<file path="config.mk">
export PLATFORM = sky130hd
export DESIGN_NAME = qss_top
export DESIGN_NICKNAME = d
export VERILOG_FILES = /design/src/core/qss_pkg.sv /design/src/core/qss_shadow_if.sv /design/src/core/qss_shadow.sv /design/src/core/qss_top.sv
export VERILOG_INCLUDE_DIRS = /design/src /design/src/core
export SDC_FILE = /design/constraint.sdc
export NUM_CORES = 1
export LEC_CHECK = 0
export BUFFER_PORTS_ARGS = -buffer_cell sky130_fd_sc_hd__clkbuf_2
export CORE_UTILIZATION = 35
export CTS_CLUSTER_DIAMETER = 40
export DETAILED_ROUTE_END_ITERATION = 8
export GPL_ROUTABILITY_DRIVEN = 0
export PLACE_DENSITY = 0.63
export REMOVE_ABC_BUFFERS = 1
export SYNTH_ARGS = -nofsm -noshare
export SYNTH_HDL_FRONTEND = slang
export SYNTH_SLANG_ARGS = --single-unit
</file>
<file path="constraint.sdc">
create_clock -name SYS_CLK_IN -period 5.7 [get_ports SYS_CLK_IN]
set_clock_uncertainty 0.15 [all_clocks]
set_input_delay 0.285 -clock SYS_CLK_IN [delete_from_list [all_inputs] [get_ports SYS_CLK_IN]]
set_output_delay 0.285 -clock SYS_CLK_IN [all_outputs]
set_load 0.01 [all_outputs]
</file>
<file path="src/core/qss_cfg.svh">
`ifndef QSS_CFG_SVH
`define QSS_CFG_SVH

// =====================================================
// register offsets
`define QSS_ADDR_RSVD_A     8'h1C
`define QSS_ADDR_RSVD_B     8'h1D
`define QSS_ADDR_SEL        8'h1E
`define QSS_ADDR_SWSYNC     8'h30
`define QSS_ADDR_OFS_SHD    8'h31
`define QSS_ADDR_CORR_SHD   8'h32
`define QSS_ADDR_OFS_ACT    8'h33
`define QSS_ADDR_CORR_ACT   8'h34

// =====================================================
// field positions
`define QSS_OFS_MSB         15
`define QSS_OFS_LSB         12
`define QSS_CORR_MSB        7
`define QSS_CORR_LSB        4
`define QSS_SWSYNC_BIT      0

// event index inside a mask, same order as the mask bits
`define QSS_EV_SW           3
`define QSS_EV_PIN          2
`define QSS_EV_STROBE       1
`define QSS_EV_AUTO         0

// =====================================================
// reset values
`define QSS_SEL_RESET       16'h1111
`define QSS_RSVD_RESET      16'h0000
`define QSS_VAL_RESET       16'h0000
`define QSS_ZERO            16'h0000

`endif

</file>
<file path="src/core/qss_pkg.sv">
package qss_pkg;
   // =====================================================
   // shared types
   typedef logic [15:0] qss_word_t;
   typedef logic [3:0]  qss_mask_t;
   typedef logic [7:0]  qss_addr_t;
endpackage

</file>
<file path="src/core/qss_shadow_if.sv">
`timescale 1ns/10ps
// =====================================================
// one double-buffered group: control side and storage side
interface qss_shadow_if;
   logic                 wr;
   qss_pkg::qss_word_t   wdata;
   qss_pkg::qss_mask_t   mask;
   qss_pkg::qss_mask_t   ev;
   qss_pkg::qss_word_t   shadow;
   qss_pkg::qss_word_t   active;

   modport ctrl
   (
      output wr,
      output wdata,
      output mask,
      output ev,
      input  shadow,
      input  active
   );

   modport grp
   (
      input  wr,
      input  wdata,
      input  mask,
      input  ev,
      output shadow,
      output active
   );
endinterface

</file>
<file path="src/core/qss_shadow.sv">
`timescale 1ns/10ps
`include "qss_cfg.svh"

module qss_shadow
(
   // clock and reset
   input  wire logic    clk_in,
   input  wire logic    arst_n_in,
   // group link
   qss_shadow_if.grp    grp
);

   qss_pkg::qss_word_t  shadow_ff;
   qss_pkg::qss_word_t  active_ff;
   qss_pkg::qss_word_t  nxt_shadow;
   qss_pkg::qss_word_t  nxt_active;
   logic                trig;

   // =====================================================
   // update logic
   // auto-sync sits in ev bit 0, so a write alone can trigger
   always_comb
   begin
      trig       = |(grp.mask & grp.ev);
      nxt_shadow = grp.wr ? grp.wdata : shadow_ff;
      nxt_active = active_ff;
      if (trig)
      begin
         // same-cycle write wins, else the held shadow moves
         nxt_active = grp.wr ? grp.wdata : shadow_ff;
      end
   end

   // registers only
   always_ff @(posedge clk_in or negedge arst_n_in)
   begin
      if (!arst_n_in)
      begin
         shadow_ff <= `QSS_VAL_RESET;
         active_ff <= `QSS_VAL_RESET;
      end
      else
      begin
         shadow_ff <= nxt_shadow;
         active_ff <= nxt_active;
      end
   end

   assign grp.shadow = shadow_ff;
   assign grp.active = active_ff;

   // =====================================================
   // checks
   property p_trig_copy;
      @(posedge clk_in) disable iff (!arst_n_in)
      (|(grp.mask & grp.ev)) && !grp.wr |=> active_ff == $past(shadow_ff);
   endproperty
   a_trig_copy: assert property (p_trig_copy) else $error("enabled event did not copy shadow");

   property p_auto_write;
      @(posedge clk_in) disable iff (!arst_n_in)
      grp.wr && grp.mask[`QSS_EV_AUTO] |=> active_ff == $past(grp.wdata) && shadow_ff == active_ff;
   endproperty
   a_auto_write: assert property (p_auto_write) else $error("auto sync write not applied");

   property p_hold_active;
      @(posedge clk_in) disable iff (!arst_n_in)
      !(|(grp.mask & grp.ev)) |=> $stable(active_ff);
   endproperty
   a_hold_active: assert property (p_hold_active) else $error("active value moved without sync");

   c_deferred_copy: cover property (@(posedge clk_in) disable iff (!arst_n_in)
      grp.wr && !grp.mask[`QSS_EV_AUTO] ##[1:20] (|(grp.mask & grp.ev)));
endmodule

</file>
<file path="src/core/qss_top.sv">
`timescale 1ns/10ps
`include "qss_cfg.svh"

module qss_top
(
   // clock and reset
   input  wire logic                 SYS_CLK_IN,
   input  wire logic                 ARST_N_IN,
   // register port
   input  wire qss_pkg::qss_addr_t   REG_ADDR_IN,
   input  wire qss_pkg::qss_word_t   REG_WDATA_IN,
   input  wire logic                 REG_WR_IN,
   input  wire logic                 REG_RD_IN,
   output      qss_pkg::qss_word_t   REG_RDATA_OUT,
   // sync pins
   input  wire logic                 SYNC_IN,
   input  wire logic                 OUTPUT_STROBE_REFERENCE_IN,
   // active correction values
   output      qss_pkg::qss_word_t   OFFSET_ACTIVE_OUT,
   output      qss_pkg::qss_word_t   CORRECTION_ACTIVE_OUT
);

   localparam int NPIN = 2;

   qss_pkg::qss_word_t  sel_ff;
   qss_pkg::qss_word_t  rsvd_a_ff;
   qss_pkg::qss_word_t  rsvd_b_ff;
   qss_pkg::qss_word_t  rdata_ff;
   logic                sw_ff;
   logic                sw_prev_ff;
   logic                first_ff;
   qss_pkg::qss_word_t  nxt_sel;
   qss_pkg::qss_word_t  nxt_rsvd_a;
   qss_pkg::qss_word_t  nxt_rsvd_b;
   qss_pkg::qss_word_t  nxt_rdata;
   logic                nxt_sw;
   logic                sw_ev;
   logic [NPIN-1:0]     pin_raw;
   logic [NPIN-1:0]     pin_ev;
   logic [NPIN-1:0]     pin_lvl;
   logic                wr_sel;
   logic                wr_ofs;
   logic                wr_corr;

   qss_shadow_if        ofs_if ();
   qss_shadow_if        corr_if ();

   // =====================================================
   // write decode
   assign wr_sel  = REG_WR_IN && (REG_ADDR_IN == `QSS_ADDR_SEL);
   assign wr_ofs  = REG_WR_IN && (REG_ADDR_IN == `QSS_ADDR_OFS_SHD);
   assign wr_corr = REG_WR_IN && (REG_ADDR_IN == `QSS_ADDR_CORR_SHD);

   // =====================================================
   // pin synchronisers, one per pin
   // index 0 is the sync pin, index 1 the strobe reference
   assign pin_raw = {OUTPUT_STROBE_REFERENCE_IN, SYNC_IN};

   generate
      for (genvar gi = 0; gi < NPIN; gi++)
      begin : g_pin
         logic s1_ff;
         logic s2_ff;
         logic s3_ff;
         logic lvl_ff;
         logic nxt_lvl;

         // a level counts only once stages two and three agree
         always_comb
         begin
            nxt_lvl = (s2_ff == s3_ff) ? s3_ff : lvl_ff;
         end

         always_ff @(posedge SYS_CLK_IN or negedge ARST_N_IN)
         begin
            if (!ARST_N_IN)
            begin
               s1_ff  <= 1'b0;
               s2_ff  <= 1'b0;
               s3_ff  <= 1'b0;
               lvl_ff <= 1'b0;
            end
            else
            begin
               s1_ff  <= pin_raw[gi];
               s2_ff  <= s1_ff;
               s3_ff  <= s2_ff;
               lvl_ff <= nxt_lvl;
            end
         end

         // rising edge of the filtered level is the event
         assign pin_ev[gi]  = nxt_lvl & ~lvl_ff;
         assign pin_lvl[gi] = lvl_ff;
      end
   endgenerate

   // =====================================================
   // register file next values
   // spare nibbles are stored as written; software keeps them at one
   always_comb
   begin
      nxt_sel    = wr_sel ? REG_WDATA_IN : sel_ff;
      nxt_rsvd_a = (REG_WR_IN && REG_ADDR_IN == `QSS_ADDR_RSVD_A) ? REG_WDATA_IN : rsvd_a_ff;
      nxt_rsvd_b = (REG_WR_IN && REG_ADDR_IN == `QSS_ADDR_RSVD_B) ? REG_WDATA_IN : rsvd_b_ff;
      nxt_sw     = (REG_WR_IN && REG_ADDR_IN == `QSS_ADDR_SWSYNC) ? REG_WDATA_IN[`QSS_SWSYNC_BIT] : sw_ff;
   end

   // =====================================================
   // read mux, data valid only in the cycle after the strobe
   always_comb
   begin
      nxt_rdata = `QSS_ZERO;
      if (REG_RD_IN)
      begin
         unique case (REG_ADDR_IN)
            `QSS_ADDR_RSVD_A:   nxt_rdata = rsvd_a_ff;
            `QSS_ADDR_RSVD_B:   nxt_rdata = rsvd_b_ff;
            `QSS_ADDR_SEL:      nxt_rdata = sel_ff;
            `QSS_ADDR_SWSYNC:   nxt_rdata = {15'h0000, sw_ff};
            `QSS_ADDR_OFS_SHD:  nxt_rdata = ofs_if.shadow;
            `QSS_ADDR_CORR_SHD: nxt_rdata = corr_if.shadow;
            `QSS_ADDR_OFS_ACT:  nxt_rdata = ofs_if.active;
            `QSS_ADDR_CORR_ACT: nxt_rdata = corr_if.active;
            default:            nxt_rdata = `QSS_ZERO;  // unmapped reads zero
         endcase
      end
   end

   // =====================================================
   // register storage
   always_ff @(posedge SYS_CLK_IN or negedge ARST_N_IN)
   begin
      if (!ARST_N_IN)
      begin
         sel_ff     <= `QSS_SEL_RESET;
         rsvd_a_ff  <= `QSS_RSVD_RESET;
         rsvd_b_ff  <= `QSS_RSVD_RESET;
         rdata_ff   <= `QSS_ZERO;
         sw_ff      <= 1'b0;
         sw_prev_ff <= 1'b0;
         first_ff   <= 1'b1;
      end
      else
      begin
         sel_ff     <= nxt_sel;
         rsvd_a_ff  <= nxt_rsvd_a;
         rsvd_b_ff  <= nxt_rsvd_b;
         rdata_ff   <= nxt_rdata;
         sw_ff      <= nxt_sw;
         sw_prev_ff <= sw_ff;
         first_ff   <= 1'b0;
      end
   end

   // =====================================================
   // software sync event
   // only the zero-to-one step fires; a bit left at one never refires
   assign sw_ev = sw_ff & ~sw_prev_ff;

   // =====================================================
   // group hookup
   always_comb
   begin
      ofs_if.wr     = wr_ofs;
      ofs_if.wdata  = REG_WDATA_IN;
      ofs_if.mask   = sel_ff[`QSS_OFS_MSB:`QSS_OFS_LSB];
      ofs_if.ev     = {sw_ev, pin_ev[0], pin_ev[1], wr_ofs};
      corr_if.wr    = wr_corr;
      corr_if.wdata = REG_WDATA_IN;
      corr_if.mask  = sel_ff[`QSS_CORR_MSB:`QSS_CORR_LSB];
      corr_if.ev    = {sw_ev, pin_ev[0], pin_ev[1], wr_corr};
   end

   qss_shadow u_ofs
   (
      .clk_in    (SYS_CLK_IN),
      .arst_n_in (ARST_N_IN),
      .grp       (ofs_if)
   );

   qss_shadow u_corr
   (
      .clk_in    (SYS_CLK_IN),
      .arst_n_in (ARST_N_IN),
      .grp       (corr_if)
   );

   // =====================================================
   // outputs
   assign REG_RDATA_OUT         = rdata_ff;
   assign OFFSET_ACTIVE_OUT     = ofs_if.active;
   assign CORRECTION_ACTIVE_OUT = corr_if.active;

   // =====================================================
   // checks
   property p_sel_reset;
      @(posedge SYS_CLK_IN) disable iff (!ARST_N_IN)
      first_ff && !$past(wr_sel) |-> sel_ff == `QSS_SEL_RESET;
   endproperty
   a_sel_reset: assert property (p_sel_reset) else $error("select register reset value wrong");

   property p_rsvd_reset;
      @(posedge SYS_CLK_IN) disable iff (!ARST_N_IN)
      first_ff |-> rsvd_a_ff == `QSS_RSVD_RESET && rsvd_b_ff == `QSS_RSVD_RESET;
   endproperty
   a_rsvd_reset: assert property (p_rsvd_reset) else $error("factory registers not zero at reset");

   property p_ofs_mask;
      @(posedge SYS_CLK_IN) disable iff (!ARST_N_IN)
      wr_sel |=> ofs_if.mask == $past(REG_WDATA_IN[`QSS_OFS_MSB:`QSS_OFS_LSB]);
   endproperty
   a_ofs_mask: assert property (p_ofs_mask) else $error("offset mask not taken from bits 15:12");

   property p_corr_mask;
      @(posedge SYS_CLK_IN) disable iff (!ARST_N_IN)
      wr_sel |=> corr_if.mask == $past(REG_WDATA_IN[`QSS_CORR_MSB:`QSS_CORR_LSB]);
   endproperty
   a_corr_mask: assert property (p_corr_mask) else $error("correction mask not taken from bits 7:4");

   property p_pin_trig;
      @(posedge SYS_CLK_IN) disable iff (!ARST_N_IN)
      pin_ev[0] && corr_if.mask[`QSS_EV_PIN] && !wr_corr |=> corr_if.active == $past(corr_if.shadow);
   endproperty
   a_pin_trig: assert property (p_pin_trig) else $error("sync pin did not update correction");

   property p_sw_once;
      @(posedge SYS_CLK_IN) disable iff (!ARST_N_IN)
      sw_ev |-> $rose(sw_ff) ##1 !sw_ev;
   endproperty
   a_sw_once: assert property (p_sw_once) else $error("software sync fired twice");

   property p_read_sel;
      @(posedge SYS_CLK_IN) disable iff (!ARST_N_IN)
      REG_RD_IN && REG_ADDR_IN == `QSS_ADDR_SEL && !REG_WR_IN |=> REG_RDATA_OUT == $past(sel_ff);
   endproperty
   a_read_sel: assert property (p_read_sel) else $error("select register read back wrong");

   property p_no_auto_hold;
      @(posedge SYS_CLK_IN) disable iff (!ARST_N_IN)
      wr_ofs && ofs_if.mask == 4'h0 |=> $stable(OFFSET_ACTIVE_OUT);
   endproperty
   a_no_auto_hold: assert property (p_no_auto_hold) else $error("offset moved with no source enabled");

   c_pin_sync: cover property (@(posedge SYS_CLK_IN) disable iff (!ARST_N_IN) pin_ev[0] && corr_if.mask[2]);
   c_strobe: cover property (@(posedge SYS_CLK_IN) disable iff (!ARST_N_IN) pin_ev[1] && ofs_if.mask[1]);
   c_sw_sync: cover property (@(posedge SYS_CLK_IN) disable iff (!ARST_N_IN) sw_ev ##[1:10] !sw_ff);
   c_strobe_lvl: cover property (@(posedge SYS_CLK_IN) disable iff (!ARST_N_IN) pin_lvl[1]);
endmodule

</file>
==> metrics.md <==
| Metric | Value |
|---|---|
| Layout net count | roughly 580 |
| # diodes | 0 |
| Top Ports | slightly below 80 |
| Max Cap Viol | 0 |
| Inserted Clock Buffers | 17 |
| Slew at the pin with the worst max-slew slack | 1.26 ns |
| Total Wirelength | between 15 and 20 mm |
| Largest net degree at the start of global routing | about 100 |
| Slew headroom | 15.4% |
| Crit Path Max Fanout | 19 |
| Die area | between 15000 and 20000 sq um |
| Layout cells sized above 1 | 32.0% |
| R2r worst-path depth | 6 |
| Worst Path Required | 5.86 ns |
| Core outline area | approximately 17000 sq um |
| Clock power frac | between 40% and 50% |
| Clock buffer depth | 2 |
| Crit Path Class | in2reg |
| Residual DRC | 0 |
| LEAKAGE | approximately 3.5 nW |
| Dpl cells | 750 |
| Setup bufs post-CTS | 0 |
| Power, Total | between 2 and 2.5 mW |
| Yosys warns | 0 |
| Drt wl/cell | 22.1 um |
| Post-synth cell types | 40 |
| Starting DRC count in detailed routing | just under 400 |
| Crit. End Element | flop |
| CP arrival | approximately 3 ns |
| Period utilisation layout | 50.4% |
| Number of global-route vias before repair | approximately 4600 |
| Crit start category | input port |
| Status | finished clean |
| Synthesized area | ~6300 sq um |
| Clock root buffer | clkbuf_16 |
| Post-CTS Hold Buffers | 3 |
| Post-cts resize count | 0 |
| Power Dens Cells | approximately 310 nW/um^2 |
| Max VDD drop | ~240 uV |
| Worst hold-check path type | in2reg |
| Register area share after synthesis | around 55% |
| Slew Limit Fails | 0 |
| Hold Path Depth | 2 |
| First-pass DRT Iterations | 4 |
| Comb power frac | around 6% |
| Setup TNS | 0 ns |
| Yosys reg bits | approximately 140 |
| Area growth, synth to finish | 18.5% |
| Global route total overflow | 0 |
| Initial antenna violation count | 0 |
| All-layer global routing usage | between 20% and 30% |
| Worst-skew pair later-pin latency | 0.43 ns |
| Die Span Y | 136 um |
| Peak Freq | 348 MHz |
| Buffers on Ports | 77 |
| Vias per inst | 5.80 |
| Post-DRT Antenna Nets | 0 |
| Placed wire-length estimate | 10.5 mm |
| DR vias | around 4600 |
| Final WS setup | 2.83 ns |
| Syn_area_per_cell | approximately 13 sq um |
| Layout Cell Area excl Fill | approximately 7400 sq um |
| Int Pwr | 1.76 mW |
| Commonest non-fill, non-tap cell in the layout | dfrtp_1 |
| Endpoints failing hold | 0 |
| CTS tree | done |
| RSZ-0062 raised after global routing | no |
| Switch Pwr | between 0.5 and 0.6 mW |
| Switching part of the total | ~22% |
| Most frequent cells in the layout | 134 x dfrtp_1, 76 x clkbuf_2, 52 x mux2_2 |
| Gate Count Post-Synth | between 400 and 500 |
| Post-DP Area | around 6800 sq um |
| Fin crit period | 2.87 ns |
| Clock Sinks | ~140 |
| Final setup violating endpoints | 0 |
| # rows | 48 |
| H-tree depth | 4 |
| Starting Density | between 30% and 40% |
| Dpl ws | about 2.4 ns |
| Die Wd | around 140 um |
| Global-route wire length before repair | about 27 mm |
| Power share of the sequential group | between 40% and 50% |
| Post-Layout Cell Count | between 700 and 800 |
| Clock transition at the registers of the reported paths | around 0.06 ns |
critical path, cell delays in order:
cell	delay, ns
clkbuf_2	0.09
or3b_1	0.49
nor3_4	0.79
and3_1	0.95
mux2_2	0.42
routing by layer:
metal	wire length [um]	vias up	track usage [%]	part of all wire [%]
li1	-	1968	-	-
met1	7530	2387	25.3	43
met2	8540	167	32.3	49
met3	889	32	5.24	5.1
met4	418	0	8.80	2.4
met5	0	-	0	0
path summary, 6_finish.rpt:
kind / start / to / slack, ns
setup reg to reg: sw_ff / u_ofs.grp.active[12] / 3.14
setup / recovery: REG_ADDR_IN[7] / sel_ff[1] / 2.83
hold reg to reg: g_pin[1].s1_ff / g_pin[1].s2_ff / 0.20
max in group asynchronous: ARST_N_IN / u_corr.grp.active[11] / 3.95
hold / removal: REG_WDATA_IN[13] / rsvd_a_ff[13] / 0.02
min in group asynchronous: ARST_N_IN / u_ofs.grp.shadow[1] / 0.39
cells by family after synthesis:
| family | after synthesis | synth area share (%) |
|---|---|---|
| flops | 138 | 55.3 |
| compound gates | 111 | 14.4 |
| mux | 97 | 17.2 |
| simple gates | 86 | 9.22 |
| buf+inv | 42 | 3.64 |
| fa+ha+maj | 2 | 0.320 |
registers in the layout, summed over array words and instances (netlist names):
signal,cells
u_corr.grp.shadow,16
rsvd_b_ff,16
g_pin.s3_ff,2
rsvd_a_ff,16
u_ofs.grp.active,16
u_ofs.grp.shadow,16
g_pin.s1_ff,2
REG_RDATA_OUT,16
g_pin.s2_ff,2
u_corr.grp.active,16
sw_ff,1
g_pin.lvl_ff,2
sel_ff,16
sw_prev_ff,1
Yosys cell counts:
| master | instances | area share (%) |
|---|---|---|
| or3b_1 | 1 | 0.14 |
| o21ai_0 | 9 | 0.72 |
| nor2b_1 | 2 | 0.20 |
| nor3b_1 | 35 | 4.2 |
| and2_1 | 7 | 0.70 |
| buf_2 | 17 | 1.4 |
| and4_1 | 2 | 0.28 |
| a21boi_1 | 2 | 0.24 |
| nand2_1 | 10 | 0.60 |
| dfstp_2 | 4 | 1.7 |
| nand4b_1 | 4 | 0.56 |
| nor3_2 | 1 | 0.16 |
| and3b_1 | 1 | 0.14 |
| buf_8 | 3 | 0.72 |
| or3b_2 | 1 | 0.14 |
| a22oi_1 | 24 | 2.9 |
| nor3_4 | 1 | 0.26 |
| nor2_1 | 8 | 0.48 |
| o211ai_1 | 1 | 0.12 |
| inv_1 | 3 | 0.18 |
| maj3_1 | 2 | 0.32 |
| o2bb2ai_1 | 8 | 1.1 |
| and3_1 | 7 | 0.70 |
| nand3b_1 | 2 | 0.24 |
| nand3_1 | 1 | 0.080 |
| nor4b_1 | 1 | 0.14 |
| a31oi_1 | 8 | 0.80 |
| clkbuf_1 | 14 | 0.84 |
| a21boi_2 | 2 | 0.36 |
| mux2_1 | 30 | 5.4 |
| nor2_2 | 1 | 0.10 |
| dfrtp_1 | 134 | 54 |
| a221o_1 | 32 | 5.1 |
| a21oi_1 | 8 | 0.64 |
| buf_1 | 1 | 0.060 |
| a22o_1 | 17 | 2.4 |
| buf_4 | 4 | 0.48 |
| mux2i_1 | 15 | 2.4 |
| nor4_1 | 1 | 0.10 |
| mux2_2 | 52 | 9.4 |
stage by stage:
stage	hold slack [ns]	util (%)
3_3_place_gp	0.184	39.2
2_1_floorplan	-0.161	-
6_report	0.0226	42.7
3_5_place_dp	0.194	39.2
4_1_cts	0.0142	42.7
5_1_grt	0.0258	42.7
final cells by class:
class,instances,area (sq um)
Clock inverter,7,88.8
Timing Repair Buffer,91,504
Tap cell,225,282
Fill cell,1627,9940
Clock buffer,25,495
Inverter,3,11.3
Sequential cell,138,3460
Multi-Input combinational cell,296,2570
power by group through the flow:
stage / Sequential, mW / Clock [mW] / Combinational [mW]
after floorplan: 1.06 / 0 / 0.0576
after global placement: 1.06 / 0 / 0.129
after detailed placement: 1.06 / 0 / 0.133
after CTS: 1.05 / 1.11 / 0.135
after global routing: 1.05 / 1.15 / 0.146
final: 1.05 / 1.09 / 0.133
(Power assumes the default switching activity.)
